<file path="src/verilog/pad_gpio_pkg.sv">
// Purpose: Shared constants, pad classes and carrier types for the pad and GPIO control block.
// Assumes: One system clock; pad classes are fixed at integration time through masks.
// Notes:   Pads 0..14 are the dedicated GPIO lines; pads 15..20 are special-function pads.
//
// Contract
// - Every pad has fixed state during reset.
// - Chip-select pads get weak pull-up in reset.
// - One common deep-power-down entry sequence for pads.
// - Sleep input buffer follows pad class.
// - Sleep output static 0/1/tristate or dynamic.
// - Sleep pulls forced off or configured.
// - Controller and test-port pads never sleep.
// - GPIO is output, input or level/edge interrupt.
// - Fifteen dedicated bidirectional GPIO lines with alternates.
// - Special-function pads selectable as GPIO; only pads 15 and 16 are GPIO capable.
// - Sleep bypasses, then resets, function selectors.
package pad_gpio_pkg;

    // ------------------------------------------------------------------
    // Pad counts and index width
    // ------------------------------------------------------------------
    localparam int NUM_GPIO    = 15;                    // Dedicated GPIO lines.
    localparam int NUM_SF_PADS = 6;                     // Special-function pads.
    localparam int NUM_PADS    = NUM_GPIO + NUM_SF_PADS;
    localparam int IDX_W       = $clog2(NUM_PADS);      // Width of a pad index.

    // ------------------------------------------------------------------
    // Default pad class masks, one bit per pad
    // ------------------------------------------------------------------
    localparam logic [NUM_PADS-1:0] CS_PULLUP_MASK_DEF = 21'h018000; // Chip-select pads.
    localparam logic [NUM_PADS-1:0] IN_WAKE_MASK_DEF   = 21'h007FFF; // Wake-event inputs.
    localparam logic [NUM_PADS-1:0] IN_KEEP_MASK_DEF   = 21'h020000; // Clock request input.
    localparam logic [NUM_PADS-1:0] PULL_CFG_MASK_DEF  = 21'h01FFFF; // Configurable pulls.
    localparam logic [NUM_PADS-1:0] DYN_OUT_MASK_DEF   = 21'h1C0000; // Dynamic in sleep.
    localparam logic [NUM_PADS-1:0] NO_SLEEP_MASK_DEF  = 21'h1C0000; // Controller, test port.
    localparam logic [NUM_PADS-1:0] GPIO_CAP_MASK_DEF  = 21'h01FFFF; // GPIO capable pads.

    // ------------------------------------------------------------------
    // Types
    // ------------------------------------------------------------------
    // Static output level held by a sleeping pad.
    typedef enum logic [1:0] {
        SLP_DRIVE_LOW,
        SLP_DRIVE_HIGH,
        SLP_TRISTATE
    } slp_out_e;

    // Run-time function selector and GPIO setup of one pad.
    typedef struct packed {
        logic func_special_function_io;   // 1 routes the special function, 0 the GPIO.
        logic out_en;      // GPIO drives the pad.
        logic out_val;     // GPIO output level.
        logic pull_up;     // Weak pull-up.
        logic pull_dn;     // Weak pull-down.
        logic irq_en;      // Interrupt detection enabled.
        logic irq_edge;    // 1 edge, 0 level.
        logic irq_pol;     // 1 high or rising, 0 low or falling.
    } pad_cfg_s;

    // Deep-sleep setup of one pad, kept across sleep.
    typedef struct packed {
        slp_out_e out_mode;
        logic     pull_up;
        logic     pull_dn;
        logic     wake_en;
        logic     wake_pol;  // Wake level: 1 high, 0 low.
    } sleep_cfg_s;

    // Drive state presented to one pad.
    typedef struct packed {
        logic out;
        logic oe;
        logic pu;
        logic pd;
        logic ie;
    } pad_drive_s;

    // ------------------------------------------------------------------
    // Reset values
    // ------------------------------------------------------------------
    localparam pad_cfg_s   PAD_CFG_RST   = '0;
    localparam sleep_cfg_s SLEEP_CFG_RST = '{out_mode: SLP_TRISTATE, pull_up: 1'b0,
                                             pull_dn: 1'b0, wake_en: 1'b0, wake_pol: 1'b0};
    localparam pad_drive_s PAD_DRIVE_RST = '0;

endpackage

</file>
<file path="src/verilog/gpio_line_detect.sv">
// Purpose: Synchronise one pad input and detect its level or edge interrupt condition.
// Assumes: Clear arrives as a one-cycle pulse in the system clock domain.
// Notes:   A set in the clear cycle wins, so no event is lost.
`timescale 1ns/10ps
module gpio_line_detect (
    input  logic i_mclk,     // System clock.
    input  logic i_rst,      // Asynchronous reset, active high.
    input  logic i_pad_in,   // Raw pad level.
    input  logic i_ie,       // Input receiver enabled.
    input  logic i_irq_en,   // Detection enabled.
    input  logic i_edge,     // 1 edge, 0 level.
    input  logic i_pol,      // 1 high or rising, 0 low or falling.
    input  logic i_clr,      // Software clear pulse.
    output logic o_sync,     // Synchronised level.
    output logic o_status    // Sticky interrupt flag.
);

    logic s1_q;      // First synchroniser stage.
    logic s2_q;      // Second synchroniser stage.
    logic prev_q;    // Previous synchronised level for edges.
    logic stat_q;    // Sticky flag.
    logic hit;       // Detection this cycle.

    // ------------------------------------------------------------------
    // Synchroniser; a disabled receiver reads as low.
    // ------------------------------------------------------------------
    always_ff @(posedge i_mclk or posedge i_rst) begin
        if (i_rst) begin
            s1_q   <= 1'b0;
            s2_q   <= 1'b0;
            prev_q <= 1'b0;
        end else begin
            s1_q   <= i_pad_in & i_ie;
            s2_q   <= s1_q;
            prev_q <= s2_q;
        end
    end

    // Level matches polarity, or an edge toward the polarity.
    assign hit = i_irq_en & (s2_q == i_pol) & (~i_edge | (s2_q != prev_q));

    // ------------------------------------------------------------------
    // Sticky flag: set wins over clear.
    // ------------------------------------------------------------------
    always_ff @(posedge i_mclk or posedge i_rst) begin
        if (i_rst) begin
            stat_q <= 1'b0;
        end else begin
            stat_q <= hit | (stat_q & ~i_clr);
        end
    end

    assign o_sync   = s2_q;
    assign o_status = stat_q;

endmodule

</file>
<file path="src/verilog/pad_drive_sel.sv">
// Purpose: Choose the drive, pull and receiver state of one pad for run or deep sleep.
// Assumes: Class inputs are constants fixed at integration.
// Notes:   Purely combinational; the top registers the result.
`timescale 1ns/10ps
module pad_drive_sel (
    input  logic                     i_dpd,       // Chip in deep power down.
    input  logic                     i_gpio_cap,  // Pad can act as GPIO.
    input  logic                     i_no_sleep,  // Pad never sleeps.
    input  logic                     i_in_wake,   // Receiver kept as wake source.
    input  logic                     i_in_keep,   // Receiver kept for other use.
    input  logic                     i_pull_cfg,  // Sleep pulls configurable.
    input  logic                     i_dyn_out,   // Output stays dynamic in sleep.
    input  pad_gpio_pkg::pad_cfg_s   i_cfg,       // Run-time setup.
    input  pad_gpio_pkg::sleep_cfg_s i_slp,       // Sleep setup.
    input  logic                     i_sf_out,    // Special-function output.
    input  logic                     i_sf_oe,     // Special-function enable.
    output pad_gpio_pkg::pad_drive_s o_drv        // Selected drive.
);
    import pad_gpio_pkg::*;

    logic use_sf;   // Special function owns the pad.

    // ------------------------------------------------------------------
    // Selection
    // ------------------------------------------------------------------
    always_comb begin
        use_sf = i_cfg.func_special_function_io | ~i_gpio_cap;
        if (i_dpd && !i_no_sleep) begin
            // Sleep path replaces the function selector entirely.
            if (i_dyn_out) begin
                o_drv.out = i_sf_out;
                o_drv.oe  = i_sf_oe;
            end else begin
                o_drv.out = (i_slp.out_mode == SLP_DRIVE_HIGH);
                o_drv.oe  = (i_slp.out_mode != SLP_TRISTATE);
            end
            o_drv.pu = i_pull_cfg & i_slp.pull_up;
            o_drv.pd = i_pull_cfg & i_slp.pull_dn;
            o_drv.ie = i_in_wake | i_in_keep;
        end else begin
            // Normal operation, and always for pads that never sleep.
            o_drv.out = use_sf ? i_sf_out : i_cfg.out_val;
            o_drv.oe  = use_sf ? i_sf_oe : i_cfg.out_en;
            o_drv.pu  = i_cfg.pull_up;
            o_drv.pd  = i_cfg.pull_dn;
            o_drv.ie  = 1'b1;
        end
    end

endmodule

</file>
<file path="src/verilog/pad_gpio_sleep_control.sv">
// Purpose: Pad and GPIO control with power-on state, deep sleep sequencing and interrupts.
// Assumes: The power management controller drives a level sleep request; inputs are
//          synchronous to i_mclk except pad levels, which are synchronised here.
// Notes:   Pad outputs lag the selected state by one clock because they are registered.
`timescale 1ns/10ps
module pad_gpio_sleep_control #(
    parameter int                   NUM_PADS       = pad_gpio_pkg::NUM_PADS,
    parameter logic [NUM_PADS-1:0]  CS_PULLUP_MASK = pad_gpio_pkg::CS_PULLUP_MASK_DEF,
    parameter logic [NUM_PADS-1:0]  IN_WAKE_MASK   = pad_gpio_pkg::IN_WAKE_MASK_DEF,
    parameter logic [NUM_PADS-1:0]  IN_KEEP_MASK   = pad_gpio_pkg::IN_KEEP_MASK_DEF,
    parameter logic [NUM_PADS-1:0]  PULL_CFG_MASK  = pad_gpio_pkg::PULL_CFG_MASK_DEF,
    parameter logic [NUM_PADS-1:0]  DYN_OUT_MASK   = pad_gpio_pkg::DYN_OUT_MASK_DEF,
    parameter logic [NUM_PADS-1:0]  NO_SLEEP_MASK  = pad_gpio_pkg::NO_SLEEP_MASK_DEF,
    parameter logic [NUM_PADS-1:0]  GPIO_CAP_MASK  = pad_gpio_pkg::GPIO_CAP_MASK_DEF
) (
    input  logic                           i_mclk,        // System clock, 125 MHz.
    input  logic                           i_rst,         // Power-on reset, active high.
    // Configuration ports.
    input  logic                           i_cfg_we,      // Write run-time setup.
    input  logic                           i_slp_we,      // Write sleep setup.
    input  logic [pad_gpio_pkg::IDX_W-1:0] i_cfg_idx,     // Pad addressed by a write.
    input  pad_gpio_pkg::pad_cfg_s         i_cfg,         // Run-time setup data.
    input  pad_gpio_pkg::sleep_cfg_s       i_slp,         // Sleep setup data.
    input  logic [NUM_PADS-1:0]            i_irq_clr,     // Clear pulses for flags.
    // Power management controller.
    input  logic                           i_sleep_req,   // Level: stay in deep sleep.
    output logic                           o_sleep_ack,   // Sequencer in deep power down; pads switch a cycle later.
    output logic                           o_wake,        // Wake event from a pad.
    // Special-function controllers.
    input  logic [NUM_PADS-1:0]            i_sf_out,      // Function output levels.
    input  logic [NUM_PADS-1:0]            i_sf_oe,       // Function output enables.
    output logic [NUM_PADS-1:0]            o_sf_in,       // Pad levels to functions.
    // GPIO state.
    output logic [NUM_PADS-1:0]            o_gpio_in,     // Synchronised pad levels.
    output logic [NUM_PADS-1:0]            o_irq_status,  // Sticky interrupt flags.
    // Pads toward the carrier board.
    input  logic [NUM_PADS-1:0]            i_pad_in,      // Pad receiver levels.
    output logic [NUM_PADS-1:0]            o_pad_out,     // Driven levels.
    output logic [NUM_PADS-1:0]            o_pad_oe,      // High while driving.
    output logic [NUM_PADS-1:0]            o_pad_pu,      // Weak pull-up enables.
    output logic [NUM_PADS-1:0]            o_pad_pd,      // Weak pull-down enables.
    output logic [NUM_PADS-1:0]            o_pad_ie       // Receiver enables.
);
    import pad_gpio_pkg::*;

    // ------------------------------------------------------------------
    // Sleep sequencer state
    // ------------------------------------------------------------------
    // Run, one entry cycle, deep power down, one exit cycle.
    typedef enum logic [1:0] {
        ST_RUN,
        ST_ENTER,
        ST_DPD,
        ST_EXIT
    } slp_state_e;

    slp_state_e state_q;     // Sequencer state.
    slp_state_e state_d;     // Next sequencer state.
    logic       deep_power_down_state;         // Sleep path owns the pads.
    logic       cfg_clear;   // Function selectors held at reset value.
    logic       sleep_ack_q; // Registered acknowledge.
    logic       wake_q;      // Registered wake event.
    logic       wake_d;      // Wake condition this cycle.

    // ------------------------------------------------------------------
    // Configuration storage
    // ------------------------------------------------------------------
    pad_cfg_s   cfg_q [NUM_PADS];   // Run-time setup per pad.
    sleep_cfg_s slp_q [NUM_PADS];   // Sleep setup per pad.
    pad_drive_s drv_d [NUM_PADS];   // Selected drive per pad.
    pad_drive_s drv_q [NUM_PADS];   // Registered drive per pad.
    logic [NUM_PADS-1:0] sync_in;   // Synchronised pad levels.
    logic [NUM_PADS-1:0] irq_stat;  // Flags from the detectors.
    logic [NUM_PADS-1:0] sf_in_q;   // Registered levels for functions.
    logic                idx_ok;    // Write index is inside the pad range.

    // ------------------------------------------------------------------
    // Helper functions
    // ------------------------------------------------------------------
    // Reset setup of a pad; chip selects keep their pull-up after reset.
    function automatic pad_cfg_s cfg_reset(input int k);
        pad_cfg_s c;
        c         = PAD_CFG_RST;
        c.pull_up = CS_PULLUP_MASK[k];
        return c;
    endfunction

    // True when a pad is affected by the sleep bypass.
    function automatic logic sleeps(input int k);
        return ~NO_SLEEP_MASK[k];
    endfunction

    assign deep_power_down_state       = (state_q == ST_DPD);
    assign cfg_clear = (state_q == ST_DPD) || (state_q == ST_EXIT);
    assign idx_ok    = (i_cfg_idx < IDX_W'(NUM_PADS));

    // ------------------------------------------------------------------
    // Sleep sequencer: one sequence serves every sleeping pad.
    // ------------------------------------------------------------------
    always_comb begin
        state_d = state_q;
        unique case (state_q)
            ST_RUN: begin
                if (i_sleep_req) begin
                    state_d = ST_ENTER;
                end
            end
            ST_ENTER: begin
                // Setup is frozen two cycles before the registered pads switch over.
                state_d = i_sleep_req ? ST_DPD : ST_RUN;
            end
            ST_DPD: begin
                if (!i_sleep_req) begin
                    state_d = ST_EXIT;
                end
            end
            ST_EXIT: begin
                state_d = ST_RUN;
            end
        endcase
    end

    // State register.
    always_ff @(posedge i_mclk or posedge i_rst) begin
        if (i_rst) begin
            state_q <= ST_RUN;
        end else begin
            state_q <= state_d;
        end
    end

    // ------------------------------------------------------------------
    // Run-time setup: writes only in run, cleared while asleep.
    // ------------------------------------------------------------------
    // A write landing in sleep is dropped on purpose: the selectors are being
    // reset, and software must reprogram them after wake anyway.
    always_ff @(posedge i_mclk or posedge i_rst) begin
        if (i_rst) begin
            for (int k = 0; k < NUM_PADS; k++) begin
                cfg_q[k] <= cfg_reset(k);
            end
        end else begin
            for (int k = 0; k < NUM_PADS; k++) begin
                if (cfg_clear && sleeps(k)) begin
                    cfg_q[k] <= cfg_reset(k);
                end else if (i_cfg_we && idx_ok && (state_q == ST_RUN)
                             && (i_cfg_idx == IDX_W'(k))) begin
                    cfg_q[k] <= i_cfg;
                end
            end
        end
    end

    // ------------------------------------------------------------------
    // Sleep setup: kept across sleep, writable outside deep power down.
    // ------------------------------------------------------------------
    always_ff @(posedge i_mclk or posedge i_rst) begin
        if (i_rst) begin
            for (int k = 0; k < NUM_PADS; k++) begin
                slp_q[k] <= SLEEP_CFG_RST;
            end
        end else begin
            for (int k = 0; k < NUM_PADS; k++) begin
                if (i_slp_we && idx_ok && !deep_power_down_state && (i_cfg_idx == IDX_W'(k))) begin
                    slp_q[k] <= i_slp;
                end
            end
        end
    end

    // ------------------------------------------------------------------
    // Per-pad drive selection and input detection
    // ------------------------------------------------------------------
    for (genvar g = 0; g < NUM_PADS; g++) begin : g_pad
        // Class bits are constants, so each instance folds to its own logic.
        pad_drive_sel u_sel (
            .i_dpd      (deep_power_down_state),
            .i_gpio_cap (GPIO_CAP_MASK[g]),
            .i_no_sleep (NO_SLEEP_MASK[g]),
            .i_in_wake  (IN_WAKE_MASK[g]),
            .i_in_keep  (IN_KEEP_MASK[g]),
            .i_pull_cfg (PULL_CFG_MASK[g]),
            .i_dyn_out  (DYN_OUT_MASK[g]),
            .i_cfg      (cfg_q[g]),
            .i_slp      (slp_q[g]),
            .i_sf_out   (i_sf_out[g]),
            .i_sf_oe    (i_sf_oe[g]),
            .o_drv      (drv_d[g])
        );

        // Detection only runs for pads that can be GPIO and are set as GPIO.
        gpio_line_detect u_det (
            .i_mclk   (i_mclk),
            .i_rst    (i_rst),
            .i_pad_in (i_pad_in[g]),
            .i_ie     (drv_q[g].ie),
            .i_irq_en (cfg_q[g].irq_en & ~cfg_q[g].func_special_function_io & GPIO_CAP_MASK[g]),
            .i_edge   (cfg_q[g].irq_edge),
            .i_pol    (cfg_q[g].irq_pol),
            .i_clr    (i_irq_clr[g]),
            .o_sync   (sync_in[g]),
            .o_status (irq_stat[g])
        );
    end

    // ------------------------------------------------------------------
    // Pad drive registers: fixed state while reset is asserted.
    // ------------------------------------------------------------------
    // Registering the drive keeps every pad glitch free when the sleep path
    // takes over, at the cost of one cycle of latency.
    always_ff @(posedge i_mclk or posedge i_rst) begin
        if (i_rst) begin
            for (int k = 0; k < NUM_PADS; k++) begin
                drv_q[k]    <= PAD_DRIVE_RST;
                drv_q[k].pu <= CS_PULLUP_MASK[k];
            end
        end else begin
            for (int k = 0; k < NUM_PADS; k++) begin
                drv_q[k] <= drv_d[k];
            end
        end
    end

    // ------------------------------------------------------------------
    // Levels handed to the special-function controllers.
    // ------------------------------------------------------------------
    always_ff @(posedge i_mclk or posedge i_rst) begin
        if (i_rst) begin
            sf_in_q <= '0;
        end else begin
            for (int k = 0; k < NUM_PADS; k++) begin
                sf_in_q[k] <= i_pad_in[k] & drv_q[k].ie;
            end
        end
    end

    // ------------------------------------------------------------------
    // Wake events: wake-class receivers compared with their wake level.
    // ------------------------------------------------------------------
    always_comb begin
        wake_d = 1'b0;
        for (int k = 0; k < NUM_PADS; k++) begin
            if (IN_WAKE_MASK[k] && slp_q[k].wake_en && (sync_in[k] == slp_q[k].wake_pol)) begin
                wake_d = deep_power_down_state;
            end
        end
    end

    // Acknowledge and wake registers.
    always_ff @(posedge i_mclk or posedge i_rst) begin
        if (i_rst) begin
            sleep_ack_q <= 1'b0;
            wake_q      <= 1'b0;
        end else begin
            sleep_ack_q <= (state_d == ST_DPD);
            wake_q      <= wake_d;
        end
    end

    // ------------------------------------------------------------------
    // Outputs
    // ------------------------------------------------------------------
    always_comb begin
        for (int k = 0; k < NUM_PADS; k++) begin
            o_pad_out[k] = drv_q[k].out;
            o_pad_oe[k]  = drv_q[k].oe;
            o_pad_pu[k]  = drv_q[k].pu;
            o_pad_pd[k]  = drv_q[k].pd;
            o_pad_ie[k]  = drv_q[k].ie;
        end
    end

    assign o_sleep_ack  = sleep_ack_q;
    assign o_wake       = wake_q;
    assign o_sf_in      = sf_in_q;
    assign o_gpio_in    = sync_in;
    assign o_irq_status = irq_stat;

endmodule
</file>
<file path="config.mk">
export PLATFORM = sky130hd
export DESIGN_NAME = pad_gpio_sleep_control
export DESIGN_NICKNAME = d
export VERILOG_FILES = /design/src/verilog/pad_gpio_pkg.sv /design/src/verilog/gpio_line_detect.sv /design/src/verilog/pad_drive_sel.sv /design/src/verilog/pad_gpio_sleep_control.sv
export SDC_FILE = /design/constraint.sdc
export NUM_CORES = 1
export LEC_CHECK = 0
export BUFFER_PORTS_ARGS = -buffer_cell sky130_fd_sc_hd__buf_4
export CAP_MARGIN = 0
export CORE_MARGIN = 5
export CORE_UTILIZATION = 55
export CTS_CLUSTER_DIAMETER = 60
export DETAILED_ROUTE_END_ITERATION = 16
export PLACE_DENSITY = 0.77
export SKIP_CTS_REPAIR_TIMING = 1
export SLEW_MARGIN = 20
export SYNTH_ARGS = -nofsm -noshare
export SYNTH_HDL_FRONTEND = slang
export SYNTH_HIERARCHICAL = 1
export SYNTH_SLANG_ARGS = --single-unit
</file>
<file path="constraint.sdc">
create_clock -name i_mclk -period 17.95 [get_ports i_mclk]
set_input_delay 2.6925 -clock i_mclk [delete_from_list [all_inputs] [get_ports i_mclk]]
set_output_delay 2.6925 -clock i_mclk [all_outputs]
set_load 0.05 [all_outputs]
</file>
# Word-level counts from Yosys, hierarchy flattened

Cells that the tools add are included.

Magnitude comparators: 1
Eq/ne operators: 109
Multiplexer cells: 107
Bitwise gates (word level): 182
Reductions and logical operators: 80

Operator list:

| cell                                                             | number |
|---|---|
| 8-bit 2-to-1 mux                                                 | 34 |
| 5-bit 2-to-1 mux                                                 | 20 |
| 1-bit bitwise AND                                                | 93 |
| 1-bit logical AND                                                | 58 |
| 1-bit inverter                                                   | 55 |
| 1-bit 2-to-1 mux                                                 | 49 |
| 5-bit by 4-bit == test with 1-bit output (second input constant) | 8 |
| 2-bit by 1-bit == test with 1-bit output (second input constant) | 19 |
| 2-bit != test (second input constant)                            | 18 |
| 2-bit nonzero test                                               | 18 |
| 1-bit OR                                                         | 34 |
| 1-bit == test                                                    | 32 |
| 5-bit == test (second input constant)                            | 5 |
| 5-bit by 3-bit == test with 1-bit output (second input constant) | 4 |
| 1-bit != test                                                    | 17 |
| 5-bit by 2-bit == test with 1-bit output (second input constant) | 2 |
| 2-bit one-hot mux with 4 select lines                            | 1 |
| 2-bit == test (second input constant)                            | 3 |
| 2-bit 2-to-1 mux                                                 | 3 |
| 5-bit by 1-bit == test with 1-bit output (second input constant) | 1 |
| 5-bit zero test                                                  | 1 |
| 5-bit less-than comparator (second input constant)               | 1 |
| 2-bit zero test                                                  | 1 |
| 1-bit zero test                                                  | 1 |
| 1-bit logical OR                                                 | 1 |

Bits in registers: 452
Input bits: 108
Output and inout port bits: 170
Logic and storage cells: 892

# Depth between registers and ports, before layout

Gate-level depths: netlist of the first run.

Word-level depth: 17
Depth in mapped cells: 6
Mapped depth without buffers: 5

# By module

The synthesis of the first run kept the hierarchy.

Modules (own cells, without submodules):

| module                 | instances | cells an instance | area each (µm²) | sequential area each (µm²) |
|---|---|---|---|---|
| pad_gpio_sleep_control | 1         | 1054              | 15393.5         | 10641.5 |
| gpio_line_detect       | 21        | 13                | 148.9           | 100.1 |
| pad_drive_sel          | 21        | 17                | 115.1           | 0.0 |

# Worst setup path before layout of the first run

OpenSTA, ideal clock, no wires.

Path kind: in2reg
Start: input i_cfg_idx[0] in the netlist's numbering
End: register cfg_q[88] in the netlist's numbering
Library setup time: 132 ps
Arrival time: 3847 ps
Required time: 17818 ps
Path slack: 13971 ps
Stages: 5
Buffers on the path: 1
Path through: buf_2 nor3b_1 nand3_2 mux2i_1 nor2_1

Word-level cells in the longest chain between the ends: 5
Elaborated cells between the ends (all ways): 6
Those cells by class: order compare: 1; eq/ne: 1; reduce/logical: 4

Ends and longest elaborated chain:

| what                                  | RTL line                      | text |
|---|---|---|
| start, declared                       | pad_gpio_sleep_control.sv:21  | `input logic [pad_gpio_pkg::IDX_W-1:0] i_cfg_idx,` |
| 5-bit less-than comparator            | pad_gpio_sleep_control.sv:95  | `assign idx_ok = (i_cfg_idx < IDX_W'(NUM_PADS));` |
| 1-bit logical AND (2 in a row)        | pad_gpio_sleep_control.sv:146 | `end else if (i_cfg_we && idx_ok && (state_q == ST_RUN)` |
| 1-bit logical AND *                   | pad_gpio_sleep_control.sv:147 | `&& (i_cfg_idx == IDX_W'(k))) begin` |
| 2-bit nonzero test (no source line) * | --                            |  |
| end signal, assigned by index         | pad_gpio_sleep_control.sv:140 | `cfg_q[k] <= cfg_reset(k);` |
| end signal, assigned by index         | pad_gpio_sleep_control.sv:145 | `cfg_q[k] <= cfg_reset(k);` |
| end signal, assigned by index         | pad_gpio_sleep_control.sv:148 | `cfg_q[k] <= i_cfg;` |
| end, declared                         | pad_gpio_sleep_control.sv:68  | `pad_cfg_s cfg_q [NUM_PADS];` |

Every way passes the cells marked *; elsewhere a longest branch is shown, timed or not.
A chain may end at the register's enable or synchronous reset.

# Worst setup path in the final report of the first run

Start: input i_cfg_we
End: register cfg_q[76] in the netlist's numbering

Word-level cells in the longest chain between the ends: 4

Ends and longest elaborated chain:

| what                                | RTL line                      | text |
|---|---|---|
| start, declared                     | pad_gpio_sleep_control.sv:19  | `input logic i_cfg_we,` |
| 1-bit logical AND (2 in a row)      | pad_gpio_sleep_control.sv:146 |  |
| 1-bit logical AND                   | pad_gpio_sleep_control.sv:147 |  |
| 2-bit nonzero test (no source line) | --                            |  |

No other way between the ends.

==> flow_metrics.py, run 1 <==
metrics = {
    "clock_network": {
        "h-tree-depth": 2,
        "cts_tree": "done",
        "clock_sinks": 492,
        "cts_inserted_buffers": 51,
        "root_buffer": "clkbuf_16",
        "clock_latency_ps": 580,
        "cts_buffer_depth": 3,
        "clk_pin_slew_worst_paths_ps": 60,
    },
    "placed_design": {
        "place_congestion": 0.801,
        "dp_cells": 2557,
        "io_buffer_count": 277,
        "dp_hpwl_um": 34200,
    },
    "sta": {
        "relSlewSlack": 0.312,
        "max_freq_mhz": 239,
        "fin_skew_ps": 15.6,
        "min_period_over_period": 0.233,
        "worst_pin_slew_ps": 1030,
        "setup_viol": 0,
        "rsz0062_at_grt": "false",
        "layout_min_cycle_time_ps": 4180,
        "drv_slew": 0,
        "final_hold_viol_count": 0,
        "setup_tns_ps": 0,
    },
    "setup_path": {
        "crit_type": "input port to flop",
        "path_common_cell": "buf_4",
        "slowest_delay_ps": 610,
        "worst_path_max_delay_cell": "nor3b_2",
        "critPathCaptureType": "flop",
        "crit_path_start": "i_cfg_we",
        "crit_path_max_fanout": 12,
        "r2r_start": "state_q[1]$_DFF_PP0_",
        "critPathRequiredTime_ps": 18370,
        "cp.arrival_ps": 4600,
        "cp-start-kind": "input port",
        "worstPathCellList": "buf_4 -> nor3b_2 -> buf_4 -> nand3_1 -> mux2i_1 -> nor2_1",
        "regToRegSetupSlack_ps": 14650,
    },
    "grt": {
        "antenna_found_initial": 0,
        "grt_usage": 0.257,
        "grt_max_degree": 204,
        "grt_pass1_vias": 14900,
        "grt_pass1_wl_um": 83100,
        "overflow": 0,
    },
    "run": {
        "drv_cap": 0,
    },
    "power": {
        "leakage_nw": 13.2,
        "ir_drop_mv": 0.106,
        "power_density_mw_per_mm2": 123,
    },
    "route": {
        "drt_iter0_markers": 938,
        "via_count": 14000,
        "vias_per_cell": 5.29,
        "drc": 0,
        "wl_um": 52100,
        "dr.pass1.iters": 5,
        "wl_per_cell_um": 19.6,
        "antenna_left": 0,
    },
    "min_path": {
        "hp-start": "g_pad[12].u_det/s1_q$_DFF_PP0_",
        "holdCritPathClass": "flop to flop",
    },
    "layout": {
        "layout-drive-gt1-share": 0.272,
        "nets": 2251,
        "syn2layout_area_growth_pct": 25.0,
        "fillerInstances": 2689,
        "antennaDiodeCount": 0,
        "multi_input_area_mm2": 0.00819,
        "instances_no_fill": 2652,
        "regArea_mm2": 0.0123,
        "fin_util": 0.695,
    },
    "floorplan": {
        "io_pins": 278,
        "core-area_mm2": 0.0366,
        "dieArea_mm2": 0.0410,
        "die_w_um": 202,
        "start_util": 0.556,
        "dieHeight_um": 202,
        "num_rows": 70,
    },
    "run_status": {
        "status": "finished clean",
    },
    "logic_synthesis": {
        "netlist_instances": 1651,
        "avgSynthCellArea_um2": 12.3,
        "yosys_warnings": 6,
        "synthesis.area_mm2": 0.0204,
    },
}
==> sequential cells by signal (all words and copies together), names as in the netlist <==
name and cells:
o_pad_pd 21, o_pad_ie 21, o_sleep_ack 1, state_q 2
g_pad.u_det/o_sync 21, o_wake 1, o_pad_pu 21, o_pad_out 21
g_pad.u_det/prev_q 21, slp_q 114, g_pad.u_det/s1_q 21, o_sf_in 21
cfg_q 164, g_pad.u_det/o_status 21, o_pad_oe 21
==> cells in the final DEF (no fill, tap or decap), types with 22 or more instances in the layout <==
cell type	count
and2_1	42
clkbuf_16	53
mux2_2	123
a22oi_1	25
buf_4	281
o21ai_0	46
a31oi_1	22
dfrtp_1	466
nand2_1	106
conb_1	214
nor2_1	166
dfstp_2	25
nand2b_1	22
inv_1	106
mux2i_1	141
nor3b_1	22
a221o_1	42
==> critical path: cells and delay by family <==
| family | cells | cell delay, ps |
|---|---|---|
| simple gates | 3 | 1120 |
| mux | 1 | 330 |
| buf+inv | 2 | 450 |
==> worst paths after layout <==
check	to	cells past startpoint
min in group asynchronous	g_pad[18].u_det/o_status$_DFF_PP0_	2
max	cfg_q[76]$_DFFE_PP0P_	6
min	g_pad[12].u_det/o_sync$_DFF_PP0_	0
max reg2reg	o_pad_oe[0]$_DFF_PP0_	6
min reg2reg	g_pad[12].u_det/o_sync$_DFF_PP0_	0
max in group asynchronous	slp_q[23]$_DFFE_PP1P_	4
==> cell type report <==
cell class,count,share of cell area
sequential,492,0.485
multi-input combinational,1207,0.322
timing repair buffer,283,0.0848
clock buffer,85,0.0647
tap,468,0.0230
inverter,108,0.0163
clock inverter,9,0.00384
==> stage by stage <==
stage                     area, µm²  hold slack (ps)  total power [mW]  worst slack [ps]
final                         25400              345              3.12             13770
after CTS                     25400              345              3.14             13620
after global placement        23700              332              2.04             13040
after global routing          25400              353              3.25             13470
after floorplan               21200              331              1.84              3950
after detailed placement      23700              335              2.06             13020
==> power breakdown <==
group / total, mW / internal, mW / leakage (nW) / switching [mW]
registers: 1.38 / 1.27 / 6.31 / 0.114
logic: 0.659 / 0.240 / 6.04 / 0.419
clock network: 1.07 / 0.650 / 0.863 / 0.424
==> layer usage <==
layer	GRT usage	share of wire	vias up	wire length, µm
met4	0.0958	0.039	0	2050
met3	0.0406	0.050	136	2620
met1	0.353	0.43	6991	22600
met2	0.419	0.48	438	24800
met5	0	0	-	0
li1	-	-	6467	-
No activity file was read; power rests on OpenSTA's default activity.
==> run 2: changes to the inputs <==
- clock period: 17.95 -> 4.1 ns (I/O delays scaled with it)
==> run 2 against run 1 <==
- non-clock buffer count rose by 6
- highest routed layer unchanged
- via count fell by 0.46%
- largest power group unchanged
- clock skew fell by 3.2 ps
- critical path type is now flop to flop
- sequential cell count did not move
- die area did not move
- worst setup slack got worse by 13000 ps
==> flow_metrics.py, run 2 (synthesized netlist as in run 1, its figures left out) <==
metrics = {
    "run_status": {
        "status": "finished clean",
    },
    "power": {
        "leakage_nw": 13.2,
        "power_density_mw_per_mm2": 537,
        "swShare": 0.308,
        "power.internal_mw": 9.46,
        "pwr-share-clk": 0.345,
        "power_frac_comb": 0.210,
        "p_total_mw": 13.7,
        "power.switching_mw": 4.20,
        "power_frac_seq": 0.444,
        "ir_drop_mv": 0.373,
    },
    "setup_path": {
        "cp-start-kind": "flop",
        "r2r_start": "state_q[1]$_DFF_PP0_",
        "crit_path_start": "state_q[1]$_DFF_PP0_",
        "crit_path_max_fanout": 75,
        "crit_type": "flop to flop",
        "cp.arrival_ps": 3400,
        "critPathCaptureType": "flop",
        "critPathRequiredTime_ps": 4550,
    },
    "grt": {
        "grt_pass1_wl_um": 83000,
        "grt.met3_usage": 0.0452,
        "met2_usage": 0.418,
        "antenna_found_initial": 2,
        "grt_max_degree": 139,
        "gr-usage-met1": 0.357,
        "overflow": 0,
        "grt_pass1_vias": 14700,
        "grt_most_used_layer": "met2",
        "grt_usage": 0.257,
    },
    "layout": {
        "final_area_mm2": 0.0255,
        "layout-drive-gt1-share": 0.274,
        "regMostFlops": "cfg_q",
        "final_common_cell": "dfrtp_1",
        "layout_common_cells": "466 x dfrtp_1, 287 x buf_4, 214 x conb_1",
        "top_regs": "cfg_q (164), slp_q (114)",
        "syn2layout_area_growth_pct": 25.1,
        "largest_reg_flops": 164,
        "fin_util": 0.695,
        "nets": 2258,
    },
    "clock_network": {
        "clock_latency_ps": 570,
        "h-tree-depth": 2,
        "root_buffer": "clkbuf_16",
        "cts_tree": "done",
        "clock_sinks": 492,
        "cts_buffer_depth": 3,
        "cts_inserted_buffers": 52,
        "clk_pin_slew_worst_paths_ps": 60,
    },
    "placed_design": {
        "placed_area_mm2": 0.0237,
        "io_buffer_count": 277,
        "dp_slack_ps": 1120,
        "dp_hpwl_um": 35000,
        "place_congestion": 0.812,
    },
    "sta": {
        "min_period_over_period": 0.720,
        "setup_viol": 0,
        "fin_skew_ps": 12.4,
        "drv_slew": 0,
        "layout_min_cycle_time_ps": 2950,
        "setup_tns_ps": 0,
        "worst_pin_slew_ps": 918,
        "final_hold_viol_count": 0,
        "setup_ws_ps": 1150,
        "max_freq_mhz": 339,
        "relSlewSlack": 0.388,
        "rsz0062_at_grt": "false",
    },
    "floorplan": {
        "core-area_mm2": 0.0366,
        "dieHeight_um": 202,
        "die_w_um": 202,
        "start_util": 0.556,
        "io_pins": 278,
        "num_rows": 70,
        "dieArea_mm2": 0.0410,
    },
    "route": {
        "wl_um": 52300,
        "drt_iter0_markers": 862,
        "wl_per_cell_um": 19.6,
        "vias_per_cell": 5.25,
        "antenna_left": 0,
        "drc": 0,
        "via_count": 14000,
        "dr.pass1.iters": 5,
    },
    "run": {
        "drv_cap": 0,
    },
    "min_path": {
        "holdCritPathClass": "input port to asynchronous set/reset pin",
    },
}
-- run 2: cell types whose count changed in the layout (fill, tap and decap cells not counted), sizes merged --
cell | previous run | this run
clkinv | 7 | 15
clkbuf | 85 | 73
inv | 107 | 106
buf | 283 | 289
bufinv | 2 | 5
clkinvlp | 1 | 5
diode | 0 | 2
-- run 2: per-layer routing --
layer,part of all wire,vias to the layer above
met2,0.48,385
met5,0,-
met3,0.054,95
met4,0.030,0
met1,0.44,7011
li1,-,6477
-- run 2: worst paths after layout --
path	endpoint	slack, ps	depth (start not counted)
max reg2reg	o_pad_out[12]$_DFF_PP0_	1150	6
min	g_pad[17].u_det/s1_q$_DFF_PP0_	150	2
max in group asynchronous	o_pad_pd[10]$_DFF_PP0_	2810	3
max	o_pad_out[12]$_DFF_PP0_	1150	6
min in group i_mclk	g_pad[11].u_det/o_status$_DFF_PP0_	220	2
min reg2reg	g_pad[11].u_det/o_sync$_DFF_PP0_	350	0
-- run 2: cell type report --
type,instances,area [µm²]
tap,468,586
antenna,2,5.00
sequential,492,12300
multi-input combinational,1207,8180
clock buffer,73,1480
inverter,108,410
fill,2615,11200
timing repair buffer,289,2190
clock inverter,23,250
-- run 2: critical path: stages (launching register included) --
cell and delay [ps]:
dfrtp_4 940, nand2b_1 360, clkinv_2 420, buf_4 360
nor3b_1 320, a31oi_1 110, a221o_1 320
-- run 2: per-stage QoR --
step	hold WS, ps	std cells
after global placement	332	2564
after detailed placement	335	2564
after global routing	151	2662
after floorplan	331	1863
after CTS	133	2660
final	153	2662
-- run 2: power groups by stage --
stage	Clock, mW	Sequential [mW]	Combinational [mW]
finish	4.72	6.07	2.87
detailed placement	0	6.14	2.87
global placement	0	6.11	2.80
global route	5.02	6.15	3.09
floorplan	0	6.62	1.43
CTS	4.82	6.06	2.88
